## src/hw/ibf_pkg.sv

```systemverilog
/*
  Shared constants and types of the two-wire bus framing block.
  Assumes a 100 MHz system clock; all hold counts are in its cycles.
*/
package ibf_pkg;

  // ----------------------------------------------------------------
  // Timing
  // ----------------------------------------------------------------
  localparam int CLK_PERIOD_NS = 10;
  localparam int HOLD_EXT_NS = 300;
  // Least time, so round up to whole cycles
  localparam int HOLD_EXT_CYC =
    (HOLD_EXT_NS + CLK_PERIOD_NS - 1) / CLK_PERIOD_NS;
  localparam int HOLD_DEF_CYC = 1;

  // ----------------------------------------------------------------
  // Framing and addressing
  // ----------------------------------------------------------------
  localparam logic [3:0] BITS_DATA = 4'h8;
  localparam logic [3:0] BITS_UNIT = 4'h9;
  localparam logic [3:0] CNT_RST = 4'h0;
  localparam logic [4:0] HI_ADDR_TAG = 5'h1E;
  localparam logic [7:0] BYTE_RST = 8'h00;
  localparam logic [5:0] HOLD_RST = 6'h00;
  localparam logic [5:0] FALL_MAX = 6'h3F;

  typedef enum logic [2:0] {
    ST_IDLE = 3'b000,
    ST_ADDR = 3'b001,
    ST_ADDR_LO = 3'b010,
    ST_RX = 3'b011,
    ST_TX = 3'b100,
    ST_SKIP = 3'b101
  } ibf_state_e;

  typedef struct packed {
    logic start;
    logic restart;
    logic stop;
    logic collision;
    logic rx_valid;
    logic tx_taken;
  } ibf_evt_s;

  localparam ibf_evt_s EVT_RST = '0;

  typedef struct packed {
    logic [9:0] own_address_value;
    logic addr_10bit;
    logic data_hold_extend;
  } ibf_cfg_s;

endpackage

```

## src/hw/ibf_framing.sv

```systemverilog
/*
  Two-wire bus framing and slave condition logic: line sync, Start,
  Stop and Restart detection, 9-bit byte units, address match, ack,
  data shifting, extended data hold, clock stretch and collision.
  Assumes open-drain pins resolved outside: *_oe_out high pulls low.
*/
// What this block does
// - Each unit is eight data bits plus one acknowledge bit.
// - After eighth falling edge the driver releases data, samples ack.
// - Data changes only while clock low; sampled on clock rise.
// - Data change while clock high is a condition, not a bit.
// - Extended hold keeps driven data 300 ns past each clock fall.
// - Bus idle when no master and both lines high.
// - Start is data falling while clock high; bus becomes active.
// - Stop is data rising while clock high.
// - Stop valid only after a clock low following Start.
// - Restart resets slave logic like Start, ready for address.
// - 10-bit read needs full match, then Restart plus high byte.
// - Flag collision when data sampled low while outputting high.
// - Address matches only when equal to own address value.
// - Matching write address: slave clocks in data bytes.
// - Matching read address: slave sends bytes until nack, Restart or Stop.
// - Anyone may hold clock low; others wait for release.
// - Only one master wins; loser stops driving, winner intact.
// - Bytes go most significant bit first.
// - Ack is data low in the ninth bit period.
// - Lines are open-drain: pull low for zero, release for one.
module ibf_framing
  import ibf_pkg::*;
(
  input wire logic clk_in,
  input wire logic rst_b_in,
  input wire logic scl_in,
  input wire logic sda_in,
  input wire ibf_cfg_s cfg_in,
  input wire logic [7:0] tx_data_in,
  input wire logic tx_valid_in,
  output logic scl_out,
  output logic scl_oe_out,
  output logic sda_out,
  output logic sda_oe_out,
  output logic [7:0] rx_data_out,
  output ibf_evt_s evt_out,
  output logic bus_active_out,
  output logic bus_idle_out,
  output logic read_mode_out
);

  // ----------------------------------------------------------------
  // Line synchronisers
  // ----------------------------------------------------------------
  logic [2:0] scl_sq;
  logic [2:0] sda_sq;

  always_ff @(posedge clk_in or negedge rst_b_in)
  begin
    if (!rst_b_in)
    begin
      scl_sq <= 3'h7;
      sda_sq <= 3'h7;
    end
    else
    begin
      scl_sq <= {scl_sq[1:0], scl_in};
      sda_sq <= {sda_sq[1:0], sda_in};
    end
  end

  wire scl_h = scl_sq[1];
  wire scl_p = scl_sq[2];
  wire sda_h = sda_sq[1];
  wire sda_p = sda_sq[2];
  wire scl_rise = scl_h & ~scl_p;
  wire scl_fall = ~scl_h & scl_p;

  // ----------------------------------------------------------------
  // State
  // ----------------------------------------------------------------
  ibf_state_e state_q, state_d, next_w;
  logic [3:0] cnt_q, cnt_d;
  logic [7:0] sh_q, sh_d, tx_q, tx_d;
  logic [5:0] hold_q, hold_d, since_fall_q;
  logic active_q, seen_low_q, full_q, ack_drv_q;
  logic pend_q, stretch_q, armed_q;
  logic pend_d, stretch_d, armed_d, full_d, ack_drv_d;
  logic sda_oe_d;

  function automatic logic hi_match(input logic [7:0] b,
                                    input logic [9:0] own);
    hi_match = b[7:1] == {HI_ADDR_TAG, own[9:8]};
  endfunction

  // ----------------------------------------------------------------
  // Conditions
  // ----------------------------------------------------------------
  // A data edge while the clock stays high is never a data bit
  wire cond_w = scl_h & scl_p & (sda_h ^ sda_p);
  wire start_w = cond_w & ~sda_h;
  // A Start/Stop glitch with no clock low yields a Start only
  wire stop_w = cond_w & sda_h & seen_low_q;
  wire restart_w = start_w & active_q;
  wire clr_w = start_w | stop_w;

  // ----------------------------------------------------------------
  // Byte framing and address decode
  // ----------------------------------------------------------------
  wire byte_end = scl_fall & (cnt_q == BITS_DATA);
  wire unit_end = scl_fall & (cnt_q == BITS_UNIT);
  wire rw_w = sh_q[0];
  wire m7_w = ~cfg_in.addr_10bit &
              (sh_q[7:1] == cfg_in.own_address_value[7:1]);
  wire mhi_w = cfg_in.addr_10bit &
               hi_match(sh_q, cfg_in.own_address_value);
  wire lo_w = sh_q == cfg_in.own_address_value[7:0];
  // A 10-bit read is only honoured once both address bytes matched
  wire ack_addr = m7_w | (mhi_w & (~rw_w | full_q));
  wire rcv_st = (state_q == ST_ADDR) | (state_q == ST_ADDR_LO) |
                (state_q == ST_RX);
  wire ack_w = (state_q == ST_ADDR) ? ack_addr :
               (state_q == ST_ADDR_LO) ? lo_w :
               (state_q == ST_RX);
  wire tx_now = (state_q == ST_TX) & ~ack_drv_q;
  wire tx_go = (state_q == ST_TX) & tx_valid_in;

  assign next_w = (state_q == ST_ADDR) ?
                    (m7_w ? (rw_w ? ST_TX : ST_RX) :
                     mhi_w ? (rw_w ? (full_q ? ST_TX : ST_SKIP)
                                   : ST_ADDR_LO) : ST_SKIP) :
                  (state_q == ST_ADDR_LO) ?
                    (lo_w ? ST_RX : ST_SKIP) : state_q;

  // Master answers our byte with a high level: the read is over
  wire nack_w = scl_rise & (cnt_q == BITS_DATA) & tx_now & sda_h;
  // Losing the line while sending a one ends our part at once
  wire coll_w = scl_rise & tx_now & (cnt_q < BITS_DATA) &
                ~sda_oe_out & ~sda_h;

  assign state_d = start_w ? ST_ADDR :
                   stop_w ? ST_IDLE :
                   (coll_w | nack_w) ? ST_SKIP :
                   byte_end ? next_w : state_q;

  // Edges are only counted, so a held-low clock simply waits
  assign cnt_d = (clr_w | unit_end) ? CNT_RST :
                 (scl_rise & (state_q != ST_IDLE) & (cnt_q < BITS_UNIT))
                   ? cnt_q + 4'h1 : cnt_q;
  assign sh_d = (scl_rise & (cnt_q < BITS_DATA))
                  ? {sh_q[6:0], sda_h} : sh_q;

  // ----------------------------------------------------------------
  // Data drive with hold timing
  // ----------------------------------------------------------------
  wire [5:0] hold_cyc = cfg_in.data_hold_extend ?
                        6'(HOLD_EXT_CYC) : 6'(HOLD_DEF_CYC);
  wire fall_ld = scl_fall & (state_q != ST_IDLE);
  wire apply_w = hold_q == 6'h01;
  wire stretch_ld = stretch_q & ~armed_q & tx_valid_in &
                    (hold_q == HOLD_RST);
  wire load_w = (unit_end & tx_go) | stretch_ld;
  // Clock goes free one cycle after the first bit is out, never with it
  wire drop_w = armed_q & (hold_q == HOLD_RST);
  wire fall_pend = (cnt_q == BITS_DATA) ? (rcv_st & ack_w) :
                   (cnt_q == BITS_UNIT) ? (tx_go & ~tx_data_in[7]) :
                   (tx_now & (cnt_q != CNT_RST) &
                    ~tx_q[~cnt_q[2:0]]);

  assign pend_d = (clr_w | coll_w) ? 1'b0 :
                  fall_ld ? fall_pend :
                  stretch_ld ? ~tx_data_in[7] : pend_q;
  // Drive changes only after the hold count from the clock fall
  assign hold_d = clr_w ? HOLD_RST :
                  (fall_ld | stretch_ld) ? hold_cyc :
                  (hold_q != HOLD_RST) ? hold_q - 6'h01 : HOLD_RST;
  assign sda_oe_d = (clr_w | coll_w | nack_w) ? 1'b0 :
                    apply_w ? pend_q : sda_oe_out;
  assign ack_drv_d = byte_end ? (rcv_st & ack_w) :
                     (clr_w | unit_end) ? 1'b0 : ack_drv_q;
  assign tx_d = load_w ? tx_data_in : tx_q;

  // Hold the clock until the next byte to send is at hand
  assign stretch_d = (clr_w | coll_w) ? 1'b0 :
                     (unit_end & (state_q == ST_TX) & ~tx_valid_in)
                       ? 1'b1 :
                     drop_w ? 1'b0 : stretch_q;
  assign armed_d = clr_w ? 1'b0 : stretch_ld ? 1'b1 :
                   drop_w ? 1'b0 : armed_q;
  assign full_d = stop_w ? 1'b0 :
                  (byte_end & (state_q == ST_ADDR) & mhi_w & ~rw_w)
                    ? 1'b0 :
                  (byte_end & (state_q == ST_ADDR_LO) & lo_w)
                    ? 1'b1 : full_q;

  // ----------------------------------------------------------------
  // Registers
  // ----------------------------------------------------------------
  always_ff @(posedge clk_in or negedge rst_b_in)
  begin
    if (!rst_b_in)
    begin
      state_q <= ST_IDLE;
      cnt_q <= CNT_RST;
      sh_q <= BYTE_RST;
      tx_q <= BYTE_RST;
      hold_q <= HOLD_RST;
    end
    else
    begin
      state_q <= state_d;
      cnt_q <= cnt_d;
      sh_q <= sh_d;
      tx_q <= tx_d;
      hold_q <= hold_d;
    end
  end

  always_ff @(posedge clk_in or negedge rst_b_in)
  begin
    if (!rst_b_in)
    begin
      pend_q <= 1'b0;
      stretch_q <= 1'b0;
      armed_q <= 1'b0;
      full_q <= 1'b0;
      ack_drv_q <= 1'b0;
    end
    else
    begin
      pend_q <= pend_d;
      stretch_q <= stretch_d;
      armed_q <= armed_d;
      full_q <= full_d;
      ack_drv_q <= ack_drv_d;
    end
  end

  always_ff @(posedge clk_in or negedge rst_b_in)
  begin
    if (!rst_b_in)
    begin
      active_q <= 1'b0;
      seen_low_q <= 1'b0;
    end
    else
    begin
      active_q <= start_w | (active_q & ~stop_w);
      seen_low_q <= ~start_w & (seen_low_q | ~scl_h);
    end
  end

  // ----------------------------------------------------------------
  // Outputs
  // ----------------------------------------------------------------
  always_ff @(posedge clk_in or negedge rst_b_in)
  begin
    if (!rst_b_in)
    begin
      scl_out <= 1'b0;
      sda_out <= 1'b0;
      scl_oe_out <= 1'b0;
      sda_oe_out <= 1'b0;
      rx_data_out <= BYTE_RST;
      evt_out <= EVT_RST;
      bus_active_out <= 1'b0;
      bus_idle_out <= 1'b0;
      read_mode_out <= 1'b0;
    end
    else
    begin
      scl_out <= 1'b0;
      sda_out <= 1'b0;
      scl_oe_out <= stretch_d;
      sda_oe_out <= sda_oe_d;
      if (byte_end & (state_q == ST_RX))
        rx_data_out <= sh_q;
      evt_out.start <= start_w & ~active_q;
      evt_out.restart <= restart_w;
      evt_out.stop <= stop_w;
      evt_out.collision <= coll_w;
      evt_out.rx_valid <= byte_end & (state_q == ST_RX);
      evt_out.tx_taken <= load_w;
      bus_active_out <= active_q;
      bus_idle_out <= ~active_q & scl_h & sda_h;
      read_mode_out <= state_q == ST_TX;
    end
  end

  // ----------------------------------------------------------------
  // Checks
  // ----------------------------------------------------------------
  always_ff @(posedge clk_in or negedge rst_b_in)
  begin
    if (!rst_b_in)
      since_fall_q <= FALL_MAX;
    else if (scl_fall)
      since_fall_q <= HOLD_RST;
    else if (since_fall_q != FALL_MAX)
      since_fall_q <= since_fall_q + 6'h01;
  end
endmodule

```

## config.mk

```make
export PLATFORM = sky130hd
export DESIGN_NAME = ibf_framing
export DESIGN_NICKNAME = d
export VERILOG_FILES = /design/src/hw/ibf_pkg.sv /design/src/hw/ibf_framing.sv
export SDC_FILE = /design/constraint.sdc
export NUM_CORES = 1
export LEC_CHECK = 0
export BUFFER_PORTS_ARGS = -buffer_cell sky130_fd_sc_hd__buf_4
export CAP_MARGIN = 25
export CORE_MARGIN = 2
export CORE_UTILIZATION = 25
export DETAILED_ROUTE_END_ITERATION = 8
export HOLD_SLACK_MARGIN = 0.08
export PLACE_DENSITY_LB_ADDON = 0.15
export SETUP_SLACK_MARGIN = 0.05
export SLEW_MARGIN = 20
export SYNTH_ARGS = -nofsm -noshare
export SYNTH_HDL_FRONTEND = slang
export SYNTH_SLANG_ARGS = --single-unit
```

## constraint.sdc

```tcl
create_clock -name clk_in -period 2.2 [get_ports clk_in]
set_input_delay 0.33 -clock clk_in [delete_from_list [all_inputs] [get_ports clk_in]]
set_output_delay 0.33 -clock clk_in [all_outputs]
set_load 0.02 [all_outputs]
```

# Yosys cells after proc, flatten, opt, wreduce, memory -nomap -nowiden
# Index checks and enable logic that the tools add are counted.
op_classes:
  n_lt_le_gt_ge: 3
  n_addsub: 2
  n_bitwise: 77
  eq_ne: 10
  reduce_logical: 14
  muxes: 39
ops:
  columns: ["operator", "n"]
  rows:
  - ["AND 1 bit", 48]
  - ["2-to-1 mux 3 bit", 11]
  - ["2-to-1 mux 1 bit", 21]
  - ["2-to-1 mux 6 bit", 3]
  - ["nonzero test 3 bit", 5]
  - ["== test 7 bit", 2]
  - ["inverter 1 bit", 14]
  - ["OR 1 bit", 13]
  - ["== test 4 bit, second input constant", 2]
  - ["== test 8 bit", 1]
  - ["< comparator 4 bit, second input constant", 2]
  - ["2-to-1 mux 4 bit", 2]
  - ["nonzero test 4 bit", 2]
  - ["== test 3 x 2 -> 1 bit, second input constant", 2]
  - ["== test 6 x 1 -> 1 bit, second input constant", 1]
  - ["logical NOT 6 bit", 1]
  - ["nonzero test 2 bit", 3]
  - ["nonzero test 6 bit", 1]
  - ["subtractor 6 x 1 -> 6 bit, second input constant", 1]
  - ["2-to-1 mux 5 bit", 1]
  - ["nonzero test 5 bit", 1]
  - ["adder 4 x 1 -> 4 bit, second input constant", 1]
  - ["< comparator 3 x 4 -> 1 bit, second input constant", 1]
  - ["binary-select mux 1 bit (select 3 bit)", 1]
  - ["5 further kinds", 5]
totals:
  regBits: 60
  elab_cells: 170
  output_inout_bits: 21

# Longest topological paths before layout
depth:
  word_depth: 10
  mapped_depth: 7
  ltp_nobuf: 7

# Worst setup path before layout
# OpenSTA, ideal clock, no wires.
synth_timing:
  kind: "reg2reg"
  start: "register state_q[1]"
  end: "register full_q"
  arrival_time_ps: 1858
  path_stages_with_launch: 7
  synth_period_minus_slack_ps: 1925
  path_slack_ps: 275
  setup_time_ps: 67
  t_required_ps: 2133
  path_buffers: 1
  path_cell_list: "dfrtp_1 > buf_2 > or3b_4 > a211o_1 > a211o_1 > a211oi_2 > o221a_1"
synth_via:
  elab_chain_cells: 6
  word_cells_on_any_way: 10
  classes_between: "2 x eq/ne; 2 x mux; 5 x bitwise; 1 x reduce/logical"
synth_rtl:
  columns: ["element", "line_no", "source"]
  rows:
  - ["start: declaration", "ibf_framing.sv:79", "ibf_state_e state_q, state_d, next_w;"]
  - ["start signal: assignment", "ibf_framing.sv:208", "state_q <= state_d;"]
  - ["== test 3 x 1 -> 1 bit", "ibf_framing.sv:188", "(byte_end & (state_q == ST_ADDR) & mhi_w & ~rw_w)"]
  - ["AND 1 bit (3 in a row)", "ibf_framing.sv:188", null]
  - ["2-to-1 mux 1 bit", "ibf_framing.sv:189", "? 1'b0 :"]
  - ["2-to-1 mux 1 bit", "ibf_framing.sv:187", "assign full_d = stop_w ? 1'b0 :"]
  - ["end signal: assignment", "ibf_framing.sv:231", "full_q <= full_d;"]
  - ["end: declaration", "ibf_framing.sv:83", "logic active_q, seen_low_q, full_q, ack_drv_q;"]
# Several ways; a longest one is shown, not always the timed one.
# A chain may end at the register's enable or synchronous reset.

# Worst setup path in the final report
layout_timing:
  start: "register state_q[2]"
  end: "register full_q"
# Same word-level chain as after synthesis.

==> key figures <==
Route
  – Met1 wire length: 3.10 mm
  – Final ANT Viol Nets: 0
  – WL met3: 239 um
  – Router iterations before antenna repair: 4
  – Wirelength, routed: 6.67 mm
  – Routed wl met2: 3.18 mm
  – DR top layer: met4
  – Drt wl/cell: 14.2 um
  – Vias per cell: 4.58
  – Vias: 2154
  – Post-route DRC: 0
  – 1st-iter DRT viols: 58

Synth
  – Distinct cells, synth: 58
  – Synth Flop Type: dfrtp_1
  – Average instance area after synthesis: 11.2 sq um
  – Post-Synthesis Cells: 260
  – Yosys reg bits: 60
  – YS warnings: 0
  – Async SR Flop Fraction: 100%
  – Number of synthesized flops with an enable pin: 0
  – Mapped Area: 2920 sq um
  – Post-synthesis sequential area ratio: 51.8%

Floorplanning
  – Initial core utilization: 25.5%
  – I/O pins: 46
  – Area of the core: 11400 sq um
  – Die Y: 112 um
  – Die area: 12500 sq um
  – FP Rows: 39
  – Die width: 112 um

Setup path
  – Crit. Startpoint: state_q[2]
  – Reg-to-reg endpoint: full_q
  – Critical path, cell by cell: or3b_4 -> a211o_1 -> a211o_1 -> a211oi_2 -> o221a_1
  – R2r worst-path depth: 5
  – Reg-to-reg startpoint: state_q[2]
  – Cell repeated most along the worst path: a211o_1
  – Crit Path Class: flop to flop
  – CP max stage delay: 440 ps
  – CP endpoint kind: flop
  – Critical Path Fanout Max: 7
  – Startpoint Class: flop
  – Crit path DAT: 2240 ps
  – Req. time, crit path: 2470 ps
  – CP max stage cell: or3b_4
  – Flop-to-flop setup slack: 230 ps
  – Setup crit end: full_q

CTS
  – CTS tree: done
  – Post-CTS resize count: 0
  – Cts hold-fix bufs: 0
  – Clock-pin slew on the worst setup and hold paths: 50 ps
  – CTS buffer count: 9
  – Root cell of the clock tree: clkbuf_16
  – CTS H-tree depth: 3
  – Worst-Skew Late Latency: 330 ps
  – Clk sink count: 60
  – Clk buf depth: 2
  – Postcts setup bufs: 0

Pwr
  – LEAKAGE: 1.76 nW
  – Power Density: 1030 nW/um^2
  – Peak supply drop: 288 uV
  – Tot Pwr: 0.00394 W

STA
  – Slew @ Worst Pin: 781 ps
  – Slew Viols, Final: 0
  – Final Hold Fails: 0
  – Slew margin rel.: 47.9%
  – Setup TNS: 0 ps
  – F_max: 508 MHz
  – Clock skew: 4.29 ps
  – RSZ-0062 raised after global routing: no
  – Post-layout min period: 1970 ps
  – Period utilization: 89.4%
  – Setup violations, final: 0

Layout
  – Net count reported at finish: 353
  – Layout area overhead: 30.8%
  – Share of layout cells above drive strength 1: 33.9%
  – Antenna cell count: 0
  – Commonest non-fill, non-tap cell in the layout: buf_4
  – Most frequent cells in the layout: 55 x buf_4, 54 x dfrtp_1, 23 x mux2_2

Flow run
  – Maximum Capacitance Violations: 0

Global route
  – Initial antenna violation count: 0
  – Gr ovfl total: 0
  – First-pass GRT wire length: 11.2 mm
  – Largest net degree at the start of global routing: 61
  – Vias in the first global route: 2192
  – Tot GR Track Use: 11.5%

Worst hold path
  – Hold Crit Class: primary input to asynchronous set/reset pin

Place
  – GP Congestion: 0.804
  – # port buffers: 43
  – DP HPWL: 4.86 mm

Status
  – Outcome: finished clean
==> cell type report <==
type,instances,area (sq um)
Fill cell,1193,7600
Sequential cell,60,1510
Multi-Input combinational cell,182,1320
Timing Repair Buffer,55,413
Clock buffer,13,270
Tap cell,143,179
Clock inverter,3,67.6
Inverter,14,52.6
==> registers in the layout (all words and copies together), names as in the netlist, 3 cells and up <==
name and cells:
cnt_q 4, state_q 3, rx_data_out 8, sh_q 8, scl_sq 3, tx_q 8, sda_sq 3, hold_q 6
evt_out 6
==> cell families after synthesis <==
group | count (synthesis) | synth area share (%)
xor gates and xnor gates | 15 | 4.51
and+or+nand+nor | 86 | 16.4
other | 1 | 0.129
adders and majority gates | 6 | 2.58
muxes | 26 | 10.8
AOI/OAI and AO/OA | 47 | 10.9
buffers and inverters | 19 | 3.00
DFF | 60 | 51.8
==> routing by layer <==
metal	track usage (%)	vias to the layer above
li1	-	1054
met1	15.4	1057
met2	17.1	32
met3	3.10	11
met4	5.85	0
met5	0	-
==> worst min-delay path by stage <==
stage | slack [ps] | from | to
finish | 80 | rst_b_in | tx_q[2]
detailed placement | 350 | sda_sq[0] | sda_sq[1]
CTS | 90 | sda_in | sda_sq[0]
floorplan | 30 | rst_b_in | ack_drv_q
global placement | 350 | sda_sq[0] | sda_sq[1]
global route | 90 | scl_in | scl_sq[0]
==> where the power goes <==
part / switching [W] / internal [W] / total, W
sequential: 0.000203 / 0.00130 / 0.00150
combinational: 0.000430 / 0.000442 / 0.000872
clock: 0.000483 / 0.00108 / 0.00157
==> critical path: cells and delay by family, from the launching register on <==
family,cells,cell delay [ps]
and+or+nand+nor,1,440
DFF,1,420
AOI/OAI and AO/OA,4,1050
==> synthesized netlist by cell type (all sizes together), types with 3 or more instances <==
library cell / n / share of area, %
dfstp: 6 / 5.4
nor4: 3 / 1.2
mux2: 23 / 8.9
xnor2: 14 / 4.2
inv: 14 / 1.8
a21o: 3 / 0.82
nand2b: 5 / 1.1
nand3: 9 / 1.5
or2: 3 / 0.64
nor2b: 3 / 0.64
o31ai: 3 / 0.77
nor2: 19 / 2.4
dfrtp: 54 / 46
buf: 4 / 1.1
a21oi: 16 / 2.7
o21ai: 7 / 1.2
ha: 6 / 2.6
nand2: 17 / 2.2
nor3: 9 / 1.5
==> through the flow <==
step	std cells	area (sq um)	worst slack (ps)	utilization, %	hold slack, ps
after floorplan	261	2920	275	-	34.4
after global placement	454	3480	280	30.4	347
after detailed placement	454	3480	250	30.4	349
after CTS	470	3810	244	33.4	90.8
after global routing	470	3810	148	33.4	89.9
final	470	3810	232	33.4	78.5
No activity file was read; power rests on OpenSTA's default activity.
